**config.mk**
```make
export PLATFORM = sky130hd
export DESIGN_NAME = acq_control
export DESIGN_NICKNAME = d
export VERILOG_FILES = /design/src/rtl/acq_pkg.sv /design/src/rtl/acq_control.sv
export SDC_FILE = /design/constraint.sdc
export NUM_CORES = 1
export LEC_CHECK = 0
export ABC_AREA = 1
export BUFFER_PORTS_ARGS = -buffer_cell sky130_fd_sc_hd__buf_2
export CAP_MARGIN = 20
export CORE_MARGIN = 5
export CORE_UTILIZATION = 36
export CTS_CLUSTER_DIAMETER = 60
export DETAILED_ROUTE_END_ITERATION = 16
export GPL_TIMING_DRIVEN = 0
export PLACE_DENSITY_LB_ADDON = 0.08
export SYNTH_ARGS = -nofsm -noshare
export SYNTH_HDL_FRONTEND = slang
export SYNTH_SLANG_ARGS = --single-unit
```
**constraint.sdc**
```tcl
create_clock -name clock -period 5.27 [get_ports clock]
set_input_delay 0.2635 -clock clock [delete_from_list [all_inputs] [get_ports clock]]
set_output_delay 0.2635 -clock clock [all_outputs]
set_load 0.02 [all_outputs]
```
**src/rtl/acq_pkg.sv**
```systemverilog
/*
  Constants and types shared by the input acquisition controller.
  Assumes a 10 MHz system clock derived from the host link clock.
*/
package acq_pkg;

  // ----------------------------------------
  // Clocking and sample rate limits
  // ----------------------------------------
  localparam int CLOCK_HZ = 10_000_000;
  localparam int MIN_RATE_HZ = 1_000;
  localparam int MAX_RATE_HZ = 216_000;
  // Fastest rate rounds the divisor up so 216 kHz is never exceeded
  localparam int MIN_DIV = (CLOCK_HZ + MAX_RATE_HZ - 1) / MAX_RATE_HZ;
  localparam int MAX_DIV = CLOCK_HZ / MIN_RATE_HZ;
  localparam int DIV_W = 14;

  // ----------------------------------------
  // Converter and channel layout
  // ----------------------------------------
  localparam int SETTLE_CONV = 63;
  localparam int SETTLE_W = 6;
  localparam int SAMPLE_W = 24;
  localparam int MAX_CH = 3;
  localparam int POST_W = 32;
  localparam int BUF_SCANS = 256;

  // ----------------------------------------
  // Reset values of per-channel settings and the shared gain
  // ----------------------------------------
  localparam logic EXCITE_RESET = 1'h0;
  localparam logic COUPLING_AC_RESET = 1'h0;
  localparam logic GAIN_TEN_RESET = 1'h0;

  // ----------------------------------------
  // Start trigger source encoding
  // ----------------------------------------
  localparam logic [2:0] SRC_SOFT = 3'h0;
  localparam logic [2:0] SRC_EXT_RISE = 3'h1;
  localparam logic [2:0] SRC_EXT_FALL = 3'h2;
  localparam logic [2:0] SRC_ANA_RISE = 3'h3;
  localparam logic [2:0] SRC_ANA_FALL = 3'h4;

  typedef enum logic [2:0] {
    ST_IDLE, ST_SETTLE, ST_ARMED, ST_PRE, ST_POST, ST_DRAIN, ST_ONESHOT, ST_STOPPED
  } acq_state_t;

endpackage : acq_pkg

```
**src/rtl/acq_control.sv**
```systemverilog
/*
  Input acquisition controller: sample pacing, settling discard, trigger
  sequencing, stops, single-value requests and per-channel sensor settings.
  Assumes all inputs are synchronous to clock and that the converters answer
  every convStart with exactly one adcValid carrying all lanes at once.
*/
// Notes on behaviour
// - Sample clock divisor is clamped to give 1 kHz to 216 kHz.
// - First 63 conversions after the clock starts are thrown away.
// - Capture starts with the very sample on which the start trigger lands.
// - Channel list length is limited to the fitted channels, from channel 0.
// - Start trigger begins pre-trigger capture of all listed lanes together.
// - Reference trigger during pre-trigger switches to post-trigger at once.
// - Post-trigger samples are counted; reaching the target ends the scan.
// - One conversion is requested per sample clock tick.
// - Orderly stop finishes the current buffer, then delivers it and halts.
// - Abrupt stop halts at once and hands back the partial buffer.
// - Once stopped, later triggers are ignored.
// - Each channel has an excitation enable, off after reset.
// - Each channel has AC or DC coupling, DC after reset.
// - Single-value request converts one channel once, no trigger.
// - All-channels request samples every lane together, returns an array.
// - Start source: software, external edge, or analog threshold either way.
// - Reference trigger is an analog threshold crossing either way.
// - Gain is selectable as 1 or 10.
// - External trigger fires on the programmed edge polarity.
// - As sync slave only the sync bus can start acquisition.
module acq_control
  import acq_pkg::*;
#(
  parameter int NCH = MAX_CH,
  parameter int BUF_LEN = BUF_SCANS
)(
  input wire logic clock,
  input wire logic rst_n,
  input wire logic [DIV_W-1:0] sampleDivisor,
  input wire logic [1:0] listLength,
  input wire logic [2:0] startSource,
  input wire logic [1:0] startChannel,
  input wire logic signed [SAMPLE_W-1:0] startLevel,
  input wire logic refRising,
  input wire logic [1:0] refChannel,
  input wire logic signed [SAMPLE_W-1:0] refLevel,
  input wire logic [POST_W-1:0] postTarget,
  input wire logic syncSlave,
  input wire logic syncTrigger,
  input wire logic extTrigger,
  input wire logic softTrigger,
  input wire logic scanStart,
  input wire logic stopOrderly,
  input wire logic stopAbrupt,
  input wire logic opSingle,
  input wire logic opAll,
  input wire logic [1:0] opChannel,
  input wire logic cfgWrite,
  input wire logic [NCH-1:0] excitationIn,
  input wire logic [NCH-1:0] couplingAcIn,
  input wire logic gainTenIn,
  input wire logic adcValid,
  input wire logic [NCH*SAMPLE_W-1:0] adcData,
  output logic convStart,
  output logic sampleValid,
  output logic [NCH*SAMPLE_W-1:0] sampleData,
  output logic bufferDone,
  output logic bufferPartial,
  output logic prePhase,
  output logic postPhase,
  output logic stopped,
  output logic singleValid,
  output logic [NCH*SAMPLE_W-1:0] singleData,
  output logic [NCH-1:0] sensor_excitation_conditioning,
  output logic [NCH-1:0] couplingAc,
  output logic gainTen
);

  localparam int DATA_W = NCH * SAMPLE_W;
  localparam int BUF_W = $clog2(BUF_LEN + 1);
  localparam logic [DIV_W-1:0] DIV_LO = DIV_W'(MIN_DIV);
  localparam logic [DIV_W-1:0] DIV_HI = DIV_W'(MAX_DIV);
  localparam logic [SETTLE_W-1:0] SETTLE_LAST = SETTLE_W'(SETTLE_CONV - 1);
  localparam logic [BUF_W-1:0] BUF_LAST = BUF_W'(BUF_LEN - 1);

  typedef struct packed {
    acq_state_t state;
    logic [DIV_W-1:0] divCnt;
    logic [SETTLE_W-1:0] settleCnt;
    logic oneShot;
    logic allChan;
    logic [1:0] oneChan;
    logic pendTrig;
    logic extPrev;
    logic syncPrev;
    logic havePrev;
    logic [DATA_W-1:0] prevData;
    logic [POST_W-1:0] postCnt;
    logic [BUF_W-1:0] bufCnt;
    logic convStart;
    logic sampleValid;
    logic [DATA_W-1:0] sampleData;
    logic bufferDone;
    logic bufferPartial;
    logic singleValid;
    logic [DATA_W-1:0] singleData;
    logic [NCH-1:0] excite;
    logic [NCH-1:0] couplingAc;
    logic gainTen;
  } regs_t;

  regs_t r;
  regs_t next_r;

  // ----------------------------------------
  // Helpers
  // ----------------------------------------
  function automatic logic signed [SAMPLE_W-1:0] lane(input logic [DATA_W-1:0] d,
                                                      input logic [1:0] ch);
    logic [1:0] c;
    c = (int'(ch) < NCH) ? ch : 2'h0;
    return d[int'(c)*SAMPLE_W +: SAMPLE_W];
  endfunction : lane

  // Level crossing between the previous and current valid sample
  function automatic logic crossed(input logic signed [SAMPLE_W-1:0] prev,
                                   input logic signed [SAMPLE_W-1:0] cur,
                                   input logic signed [SAMPLE_W-1:0] level,
                                   input logic rising);
    if (rising)
      return (prev < level) && (cur >= level);
    return (prev > level) && (cur <= level);
  endfunction : crossed

  // ----------------------------------------
  // Channel list mask and trigger detection
  // ----------------------------------------
  logic [1:0] listEff;
  logic [DATA_W-1:0] listMask;
  logic [DIV_W-1:0] divEff;
  logic extEdge;
  logic syncEdge;
  logic startEvt;
  logic anaStart;
  logic refCross;
  logic scanActive;
  logic capture;

  // Oversized list requests fall back to every fitted lane
  assign listEff = (listLength == 2'h0) ? 2'h1 :
                   (int'(listLength) > NCH) ? 2'(NCH) : listLength;

  genvar g;
  generate
    for (g = 0; g < NCH; g = g + 1)
    begin : g_lane
      assign listMask[g*SAMPLE_W +: SAMPLE_W] = {SAMPLE_W{(g < int'(listEff))}};
    end
  endgenerate

  // Out-of-range rates are clamped rather than refused
  assign divEff = (sampleDivisor < DIV_LO) ? DIV_LO :
                  (sampleDivisor > DIV_HI) ? DIV_HI : sampleDivisor;

  assign extEdge = (startSource == SRC_EXT_FALL) ? (!extTrigger && r.extPrev) :
                   (extTrigger && !r.extPrev);
  assign syncEdge = syncTrigger && !r.syncPrev;
  // A slave listens to the sync bus only
  assign startEvt = syncSlave ? syncEdge :
                    ((startSource == SRC_SOFT) && softTrigger) ||
                    (((startSource == SRC_EXT_RISE) || (startSource == SRC_EXT_FALL))
                     && extEdge);
  assign anaStart = !syncSlave && r.havePrev && adcValid &&
                    ((startSource == SRC_ANA_RISE) || (startSource == SRC_ANA_FALL)) &&
                    crossed(lane(r.prevData, startChannel), lane(adcData, startChannel),
                            startLevel, startSource == SRC_ANA_RISE);
  assign refCross = r.havePrev && adcValid &&
                    crossed(lane(r.prevData, refChannel), lane(adcData, refChannel),
                            refLevel, refRising);

  assign scanActive = ((r.state == ST_SETTLE) && !r.oneShot) || (r.state == ST_ARMED) ||
                      (r.state == ST_PRE) || (r.state == ST_POST) || (r.state == ST_DRAIN);
  assign capture = adcValid && !stopAbrupt &&
                   (((r.state == ST_ARMED) && (r.pendTrig || startEvt || anaStart)) ||
                    (r.state == ST_PRE) || (r.state == ST_POST) ||
                    (r.state == ST_DRAIN));

  // ----------------------------------------
  // Next state
  // ----------------------------------------
  always_comb
  begin
    logic finish;
    finish = 1'b0;
    next_r = r;
    next_r.convStart = 1'b0;
    next_r.sampleValid = 1'b0;
    next_r.bufferDone = 1'b0;
    next_r.bufferPartial = 1'b0;
    next_r.singleValid = 1'b0;
    next_r.extPrev = extTrigger;
    next_r.syncPrev = syncTrigger;
    if (cfgWrite)
    begin
      next_r.excite = excitationIn;
      next_r.couplingAc = couplingAcIn;
      next_r.gainTen = gainTenIn;
    end
    // Sample clock runs only while converting; one request per tick
    if ((r.state != ST_IDLE) && (r.state != ST_STOPPED))
    begin
      if (r.divCnt == '0)
      begin
        next_r.divCnt = divEff - DIV_W'(1);
        next_r.convStart = 1'b1;
      end
      else
        next_r.divCnt = r.divCnt - DIV_W'(1);
    end
    else
      next_r.divCnt = '0;
    // Previous valid sample kept for threshold comparison
    if (adcValid && (r.state inside {ST_ARMED, ST_PRE, ST_POST, ST_DRAIN}))
    begin
      next_r.havePrev = 1'b1;
      next_r.prevData = adcData;
    end
    // Early software or edge triggers wait for the first valid sample
    if (((r.state == ST_SETTLE) && !r.oneShot) || (r.state == ST_ARMED))
      if (startEvt)
        next_r.pendTrig = 1'b1;
    case (r.state)
      ST_IDLE, ST_STOPPED:
      begin
        next_r.havePrev = 1'b0;
        next_r.pendTrig = 1'b0;
        next_r.settleCnt = '0;
        next_r.bufCnt = '0;
        // Triggers alone never leave here; only a new software request does
        if (scanStart)
        begin
          next_r.state = ST_SETTLE;
          next_r.oneShot = 1'b0;
        end
        else if (opSingle || opAll)
        begin
          next_r.state = ST_SETTLE;
          next_r.oneShot = 1'b1;
          next_r.allChan = opAll;
          next_r.oneChan = opChannel;
          next_r.gainTen = gainTenIn;
        end
      end
      ST_SETTLE:
        if (adcValid)
        begin
          if (r.settleCnt == SETTLE_LAST)
            next_r.state = r.oneShot ? ST_ONESHOT : ST_ARMED;
          else
            next_r.settleCnt = r.settleCnt + SETTLE_W'(1);
        end
      ST_ARMED:
        if (capture)
        begin
          next_r.state = ST_PRE;
          next_r.pendTrig = 1'b0;
        end
      ST_PRE:
        if (capture && refCross)
        begin
          next_r.state = ST_POST;
          next_r.postCnt = POST_W'(1);
          finish = (postTarget <= POST_W'(1));
        end
      ST_POST:
        if (capture)
        begin
          next_r.postCnt = r.postCnt + POST_W'(1);
          finish = (r.postCnt + POST_W'(1) >= postTarget);
        end
      ST_DRAIN:
        ;
      ST_ONESHOT:
        if (adcValid)
        begin
          next_r.singleValid = 1'b1;
          next_r.singleData = r.allChan ? adcData :
                              {{(DATA_W-SAMPLE_W){1'b0}}, lane(adcData, r.oneChan)};
          next_r.state = ST_IDLE;
        end
      default:
        next_r.state = ST_IDLE;
    endcase
    // Captured scans fill the buffer
    if (capture)
    begin
      next_r.sampleValid = 1'b1;
      next_r.sampleData = adcData & listMask;
      if (r.bufCnt == BUF_LAST)
      begin
        next_r.bufferDone = 1'b1;
        next_r.bufCnt = '0;
        if (r.state == ST_DRAIN)
          next_r.state = ST_STOPPED;
      end
      else
        next_r.bufCnt = r.bufCnt + BUF_W'(1);
    end
    // Scan end or abrupt stop hands back whatever is in the buffer
    if (finish || (scanActive && stopAbrupt))
    begin
      next_r.state = ST_STOPPED;
      if (next_r.bufCnt != '0)
      begin
        next_r.bufferDone = 1'b1;
        next_r.bufferPartial = 1'b1;
        next_r.bufCnt = '0;
      end
    end
    else if (scanActive && stopOrderly)
      next_r.state = (next_r.bufCnt == '0) ? ST_STOPPED : ST_DRAIN;
  end

  // ----------------------------------------
  // State register
  // ----------------------------------------
  always_ff @(posedge clock or negedge rst_n)
  begin
    if (!rst_n)
    begin
      r <= '0;
      r.state <= ST_IDLE;
      r.excite <= {NCH{EXCITE_RESET}};
      r.couplingAc <= {NCH{COUPLING_AC_RESET}};
      r.gainTen <= GAIN_TEN_RESET;
    end
    else
      r <= next_r;
  end

  // Outputs straight from the state register
  assign convStart = r.convStart;
  assign sampleValid = r.sampleValid;
  assign sampleData = r.sampleData;
  assign bufferDone = r.bufferDone;
  assign bufferPartial = r.bufferPartial;
  assign prePhase = (r.state == ST_PRE);
  assign postPhase = (r.state == ST_POST);
  assign stopped = (r.state == ST_STOPPED);
  assign singleValid = r.singleValid;
  assign singleData = r.singleData;
  assign sensor_excitation_conditioning = r.excite;
  assign couplingAc = r.couplingAc;
  assign gainTen = r.gainTen;

  logic [DIV_W:0] gapCnt;
  always_ff @(posedge clock or negedge rst_n)
  begin
    if (!rst_n)
      gapCnt <= '0;
    else if (r.convStart || (r.state == ST_IDLE) || (r.state == ST_STOPPED))
      gapCnt <= '0;
    else
      gapCnt <= gapCnt + (DIV_W+1)'(1);
  end
endmodule : acq_control

```
Yosys cells after proc, flatten, opt, wreduce, memory -nomap -nowiden

Cells that the tools add are included.
W data, S select, Z words.

Output and inout port bits: 159
Register bits after elaboration: 300
Word-level logic and storage cells: 202
Input port bits: 198

Multiplexer cells: 66
Eq/ne operators: 18
Reductions and logical operators: 62
Order comparisons: 18
Multipliers: 3
Bitwise operators: 2
Add/subtract/negate cells: 5
Shift-type cells: 5

Operators by type and width:

| operator                | count |
|---|---|
| $mux W73                | 3 |
| $shiftx A72 B8 Y24      | 3 |
| $shiftx A72 B32 Y24     | 2 |
| $mux W74                | 1 |
| $and A72 B72 Y72        | 1 |
| $mux W72                | 1 |
| $mux W32                | 2 |
| $pmux W32 S2            | 1 |
| $mux W14                | 4 |
| $ge A24 B24 Y1          | 2 |
| $gt A24 B24 Y1          | 2 |
| $le A24 B24 Y1          | 2 |
| $lt A24 B24 Y1          | 2 |
| $mux W9                 | 5 |
| $mux W3                 | 13 |
| $add A32 B1 Y32 const B | 1 |
| $ge A32 B32 Y1          | 1 |
| $le A32 B1 Y1 const B   | 1 |
| $sub A14 B1 Y14 const B | 2 |
| $logic_and A1 B1 Y1     | 24 |
| $mux W1                 | 22 |
| $eq A3 B3 Y1 const B    | 5 |
| $pmux W3 S5             | 1 |
| $gt A14 B14 Y1 const B  | 1 |
| 33 further kinds        | 77 |

Logic depth before layout (Yosys ltp)

Word-level depth: 23
Gate-level depth with buffers: 33
Gate-level depth less buffers: 32

Worst setup path before layout

No wires, ideal clock.

Path kind: flip-flop to flip-flop
Start: reg r[165] (netlist bit)
End: reg r (netlist bit bufferDone)
Required time: 5153 ps
Path buffers: 1
Setup slack: 1946 ps
Stages on the path, launching flop included: 26
Arrival time: 3208 ps
Period minus slack after synthesis: 3324 ps
Library setup time: 117 ps
Path through: dfrtp_1 ha_1 nand4_1 nor3_1 nand2_1 nor3_2 inv_1 nor2_2 inv_1 nor2_1 nand2_1 nor2_1 xor2_1 inv_1 ha_1 nand2_1 nor2_1 a211oi_1 o221ai_1 a21oi_1 o21ai_0 nand2_1 nand3_2 buf_6 nand2_2 nand2_1

RTL lines:

| what                     | RTL line           | text |
|---|---|---|
| start: declaration       | acq_control.sv:109 | `regs_t r;` |
| start signal: assignment | acq_control.sv:335 | `r <= next_r;` |

Final worst setup path

Start: in refChannel[0]
End: reg r[187] (netlist bit)

Longest elaborated chain between the ends: 12
Elaborated cells between the ends (all ways): 17
Classes of those cells: 1 x mul; 5 x order compare; 1 x eq/ne; 2 x shift; 3 x mux; 5 x reduce/logical

Ends and longest elaborated chain:

| what                                                             | RTL line           | text |
|---|---|---|
| start: declaration                                               | acq_control.sv:42  | `input wire logic [1:0] refChannel,` |
| $lt A2 B2 Y1                                                     | acq_control.sv:118 | `c = (int'(ch) < NCH) ? ch : 2'h0;` |
| $mux W2 *                                                        | acq_control.sv:118 |  |
| $mul A2 B2 Y4 *                                                  | acq_control.sv:119 | `return d[int'(c)*SAMPLE_W +: SAMPLE_W];` |
| $shiftx A72 B32 Y24 / $shiftx A72 B8 Y24 (equally long branches) | acq_control.sv:119 |  |
| $lt A24 B24 Y1 / $ge A24 B24 Y1 (equally long branches)          | acq_control.sv:128 | `return (prev < level) && (cur >= level);` |
| $logic_and A1 B1 Y1                                              | acq_control.sv:128 |  |
| $mux W1                                                          | acq_control.sv:127 | `if (rising)` |
| $mux W1 *                                                        | acq_control.sv:129 | `return (prev > level) && (cur <= level);` |
| $logic_and A1 B1 Y1 *                                            | acq_control.sv:174 | `assign refCross = r.havePrev && adcValid &&` |
| $logic_and A1 B1 Y1 *                                            | acq_control.sv:266 | `if (capture && refCross)` |
| $ne A2 B1 Y1 (no source line) *                                  | --                 |  |
| $reduce_and A3 Y1 (no source line) *                             | --                 |  |

Mark *: on every way between the ends. The rest lies on a longest branch, timed or not. The select of a mux whose other input is x is not followed.
A chain may end at the register's enable or synchronous reset.

==> summary.txt <==
Power
  – Switching power total: 5210 uW
  – Power per Cell Area: 494 mW/mm^2
  – Reg power frac: 0.301
  – Clock share of power: 0.235
  – Leak pwr: 0.0132 uW
  – Internal power: 7020 uW
  – Switching power share of the total: 0.426
  – Max IR drop VDD: 0.000296 V
  – Gate power share: 0.465

Clock network
  – Clock slew at reported path FFs: 0.06 ns
  – Cts hold-fix bufs: 44
  – PostCTS Resize Cnt: 0
  – H-tree Lvls: 2
  – Root Buffer: clkbuf_16
  – Clock sink count: 300
  – Worst skew pair latency: 0.56 ns
  – Postcts setup bufs: 0
  – Clk buf depth: 3
  – TritonCTS Buffers: 41
  – CTS tree: yes

Synth
  – Number of synthesized flops with an enable pin: 0
  – Synth cell count leaders: nand2_1, inv_1, o21ai_0, dfrtp_1, buf_4
  – Post-Syn Nets: 2976
  – Multiplexer share of the synthesized area: 0.00552
  – Mapped Area: 0.0202 sq mm
  – XOR/XNOR Fraction of Synth Area: 0.0117
  – Synth area leader: dfrtp_1
  – Yosys warns: 0
  – Yosys top cell area share: 0.372
  – Mapped Cells: 2645
  – Asr flop ratio synth: 1.00
  – Complex-gate fraction of the synthesized area: 0.178
  – Count leader, synth: nand2_1
  – Largest family of logic cells by synthesized area: simple AND/OR/NAND/NOR gates
  – Post-Synth Adder-Cell Area: 0.0825
  – Simple-gate area share of the yosys netlist: 0.197
  – Part of the Yosys area used for sequential elements: 0.372
  – Post-synthesis cell type count: 53
  – Mapped Avg Cell Area: 7.63 sq um
  – Seq cells post-synth: 300
  – Main flop type after synthesis: dfrtp_1
  – Synth area leaders: dfrtp_1, nand2_1, ha_1, o21ai_0, inv_1

Layout
  – Area Growth Syn to Fin: 22.8%
  – Fraction of layout cells with a size suffix above 1: 0.215
  – Cell area after layout: 0.0248 sq mm
  – Layout Nets: 3419

Detailed routing
  – DR vias/cell: 5.15
  – DR vias: 19941
  – Drt drc: 0
  – Routed WL: 79.5 mm
  – Initial DRC count: 1509
  – DRT Pass-1 Iters: 5
  – Antenna Violating Nets Remaining: 0
  – Routed WL per cell: 20.6 um

Placed design
  – Post-DP Area: 0.0229 sq mm
  – PortBufs: 354
  – Gp weighted congestion: 0.965
  – Post-DP HPWL: 62.4 mm

GRT
  – GRT Overall Usage: 0.254
  – Largest net degree at the start of global routing: 115
  – Antenna violations before repair: 6
  – Gr ovfl total: 0
  – First-pass GRT wire length: 119 mm
  – Vias in the first global route: 19812

Worst setup path
  – WP data required: 5.71 ns
  – Crit start category: input port
  – Arrival @ worst endpoint: 5.07 ns
  – CP Capture Type: register
  – Setup CP Type: in2reg
  – Critical-path maximum fanout: 10

Timing
  – Final period utilization: 0.878
  – # setup viols final: 0
  – Setup repair after global routing missed its margin: no
  – Post-layout min period: 4.63 ns
  – FMAX: 0.216 GHz
  – Worst-Margin Slew: 1.13 ns
  – Fin. Hold Viols: 0
  – Slew Limit Fails: 0
  – Total negative setup slack: 0 ns
  – Final hold slack: 0.0284 ns
  – Clock Skew: 0.0193 ns
  – Worst slew margin: 0.243

Floorplanning
  – DIE AREA: 0.0609 sq mm
  – Initial Util: 0.365
  – Die Y: 247 um
  – Die Wd: 247 um
  – Boundary pin count: 357
  – Row cnt: 86
  – Core area: 0.0553 sq mm

Worst hold path
  – Hold WC Path Type: in2reg

Run
  – MaxCap Viol Count: 0

Status
  – Status: finished, final reports clean
[registers in the layout, summed over array words and instances, names as in the netlist]
register	cells
r	144
sampleData	72
singleData	72
couplingAc	3
sensor_excitation_conditioning	3
bufferDone	1
bufferPartial	1
convStart	1
gainTen	1
sampleValid	1
singleValid	1
[cell usage in the layout (no fill, tap or decap), types with 6 or more instances in the layout]
master,n
buf_2,361
nand2_1,557
mux2_2,9
clkbuf_1,106
nand3_1,95
nand3_2,11
nand4_1,30
o21ai_2,11
o22ai_1,35
o21a_1,6
o21ai_1,19
dlygate4sd3_1,44
dfrtp_1,300
o21ai_0,304
ha_1,133
nor2_2,6
a21oi_1,85
xor2_1,26
o221ai_1,35
nor4_1,14
o211ai_1,70
o31ai_1,28
inv_2,10
nand2_2,11
buf_4,154
inv_1,366
nor3_1,30
clkbuf_16,43
nor2_1,140
clkbuf_8,9
buf_6,6
[power by group through the flow]
stage | Combinational, uW | Sequential, uW | Clock, uW
6_report | 5680 | 3680 | 2870
5_1_grt | 6290 | 3780 | 3030
4_1_cts | 5690 | 3670 | 2940
3_5_place_dp | 5650 | 3690 | 0
3_3_place_gp | 5570 | 3680 | 0
2_1_floorplan | 3890 | 3550 | 0
[routing by layer]
| layer | share of wire | GRT usage |
|---|---|---|
| met5 | 0.00016 | 0 |
| met4 | 0.043 | 0.101 |
| met3 | 0.065 | 0.0351 |
| met2 | 0.47 | 0.429 |
| met1 | 0.42 | 0.331 |
[path summary, 6_finish.rpt]
check	cells after the start	from	to	slack (ns)
worst max-delay path	25	refChannel[0]	r[187]	0.64
worst min-delay path	3	adcData[24]	singleData[24]	0.03
worst max register to register	25	r[165]	bufferDone	1.06
worst min register to register	2	r[208]	r[208]	0.48
max in group asynchronous	3	rst_n	bufferDone	3.82
min in group asynchronous	2	rst_n	sampleData[10]	0.35
[cell families after synthesis]
group,Yosys count
adders and majority gates,133
AOI/OAI and AO/OA,610
xor gates and xnor gates,27
and+or+nand+nor,917
DFF,300
buffers and inverters,648
muxes,10
[worst max-delay path: stages]
cell      delay [ns]
buf_2           0.10
nor2_1          0.57
nor2_1          0.27
inv_1           0.25
clkbuf_1        0.49
o221ai_1        0.21
ha_1            0.34
nand2_1         0.07
nor2_1          0.15
nand4_1         0.29
nor3_1          0.22
nand2_1         0.09
nand3_1         0.07
nand2_1         0.05
nand2_1         0.07
nand2_1         0.05
nor2_1          0.27
nor2_1          0.07
nor2_1          0.28
nand3_2         0.16
nand2_2         0.14
nand3_4         0.14
inv_6           0.15
buf_6           0.18
o21ai_0         0.09
[layout make-up]
cell class              instances  area (sq um)
diodes                          5          12.5
plain buffers                 270          1660
clock buffers                  60          1230
clock inverters                11           145
fillers                      5783         30500
inverters                     378          1430
multi-input cells            1697          9570
flip-flops and latches        300          7510
well taps                     748           936
repair buffers                400          2280
[metrics by stage]
step | utilization | instances | worst slack (ns) | power, uW
finish | 0.448 | 3869 | 0.641 | 12200
global route | 0.448 | 3867 | 0.212 | 13100
CTS | 0.448 | 3864 | 0.767 | 12300
detailed placement | 0.415 | 3749 | 0.186 | 9340
global placement | 0.414 | 3747 | -2.18 | 9250
floorplan | - | 2645 | 1.95 | 7430
Power figures use the tool's default switching activity.
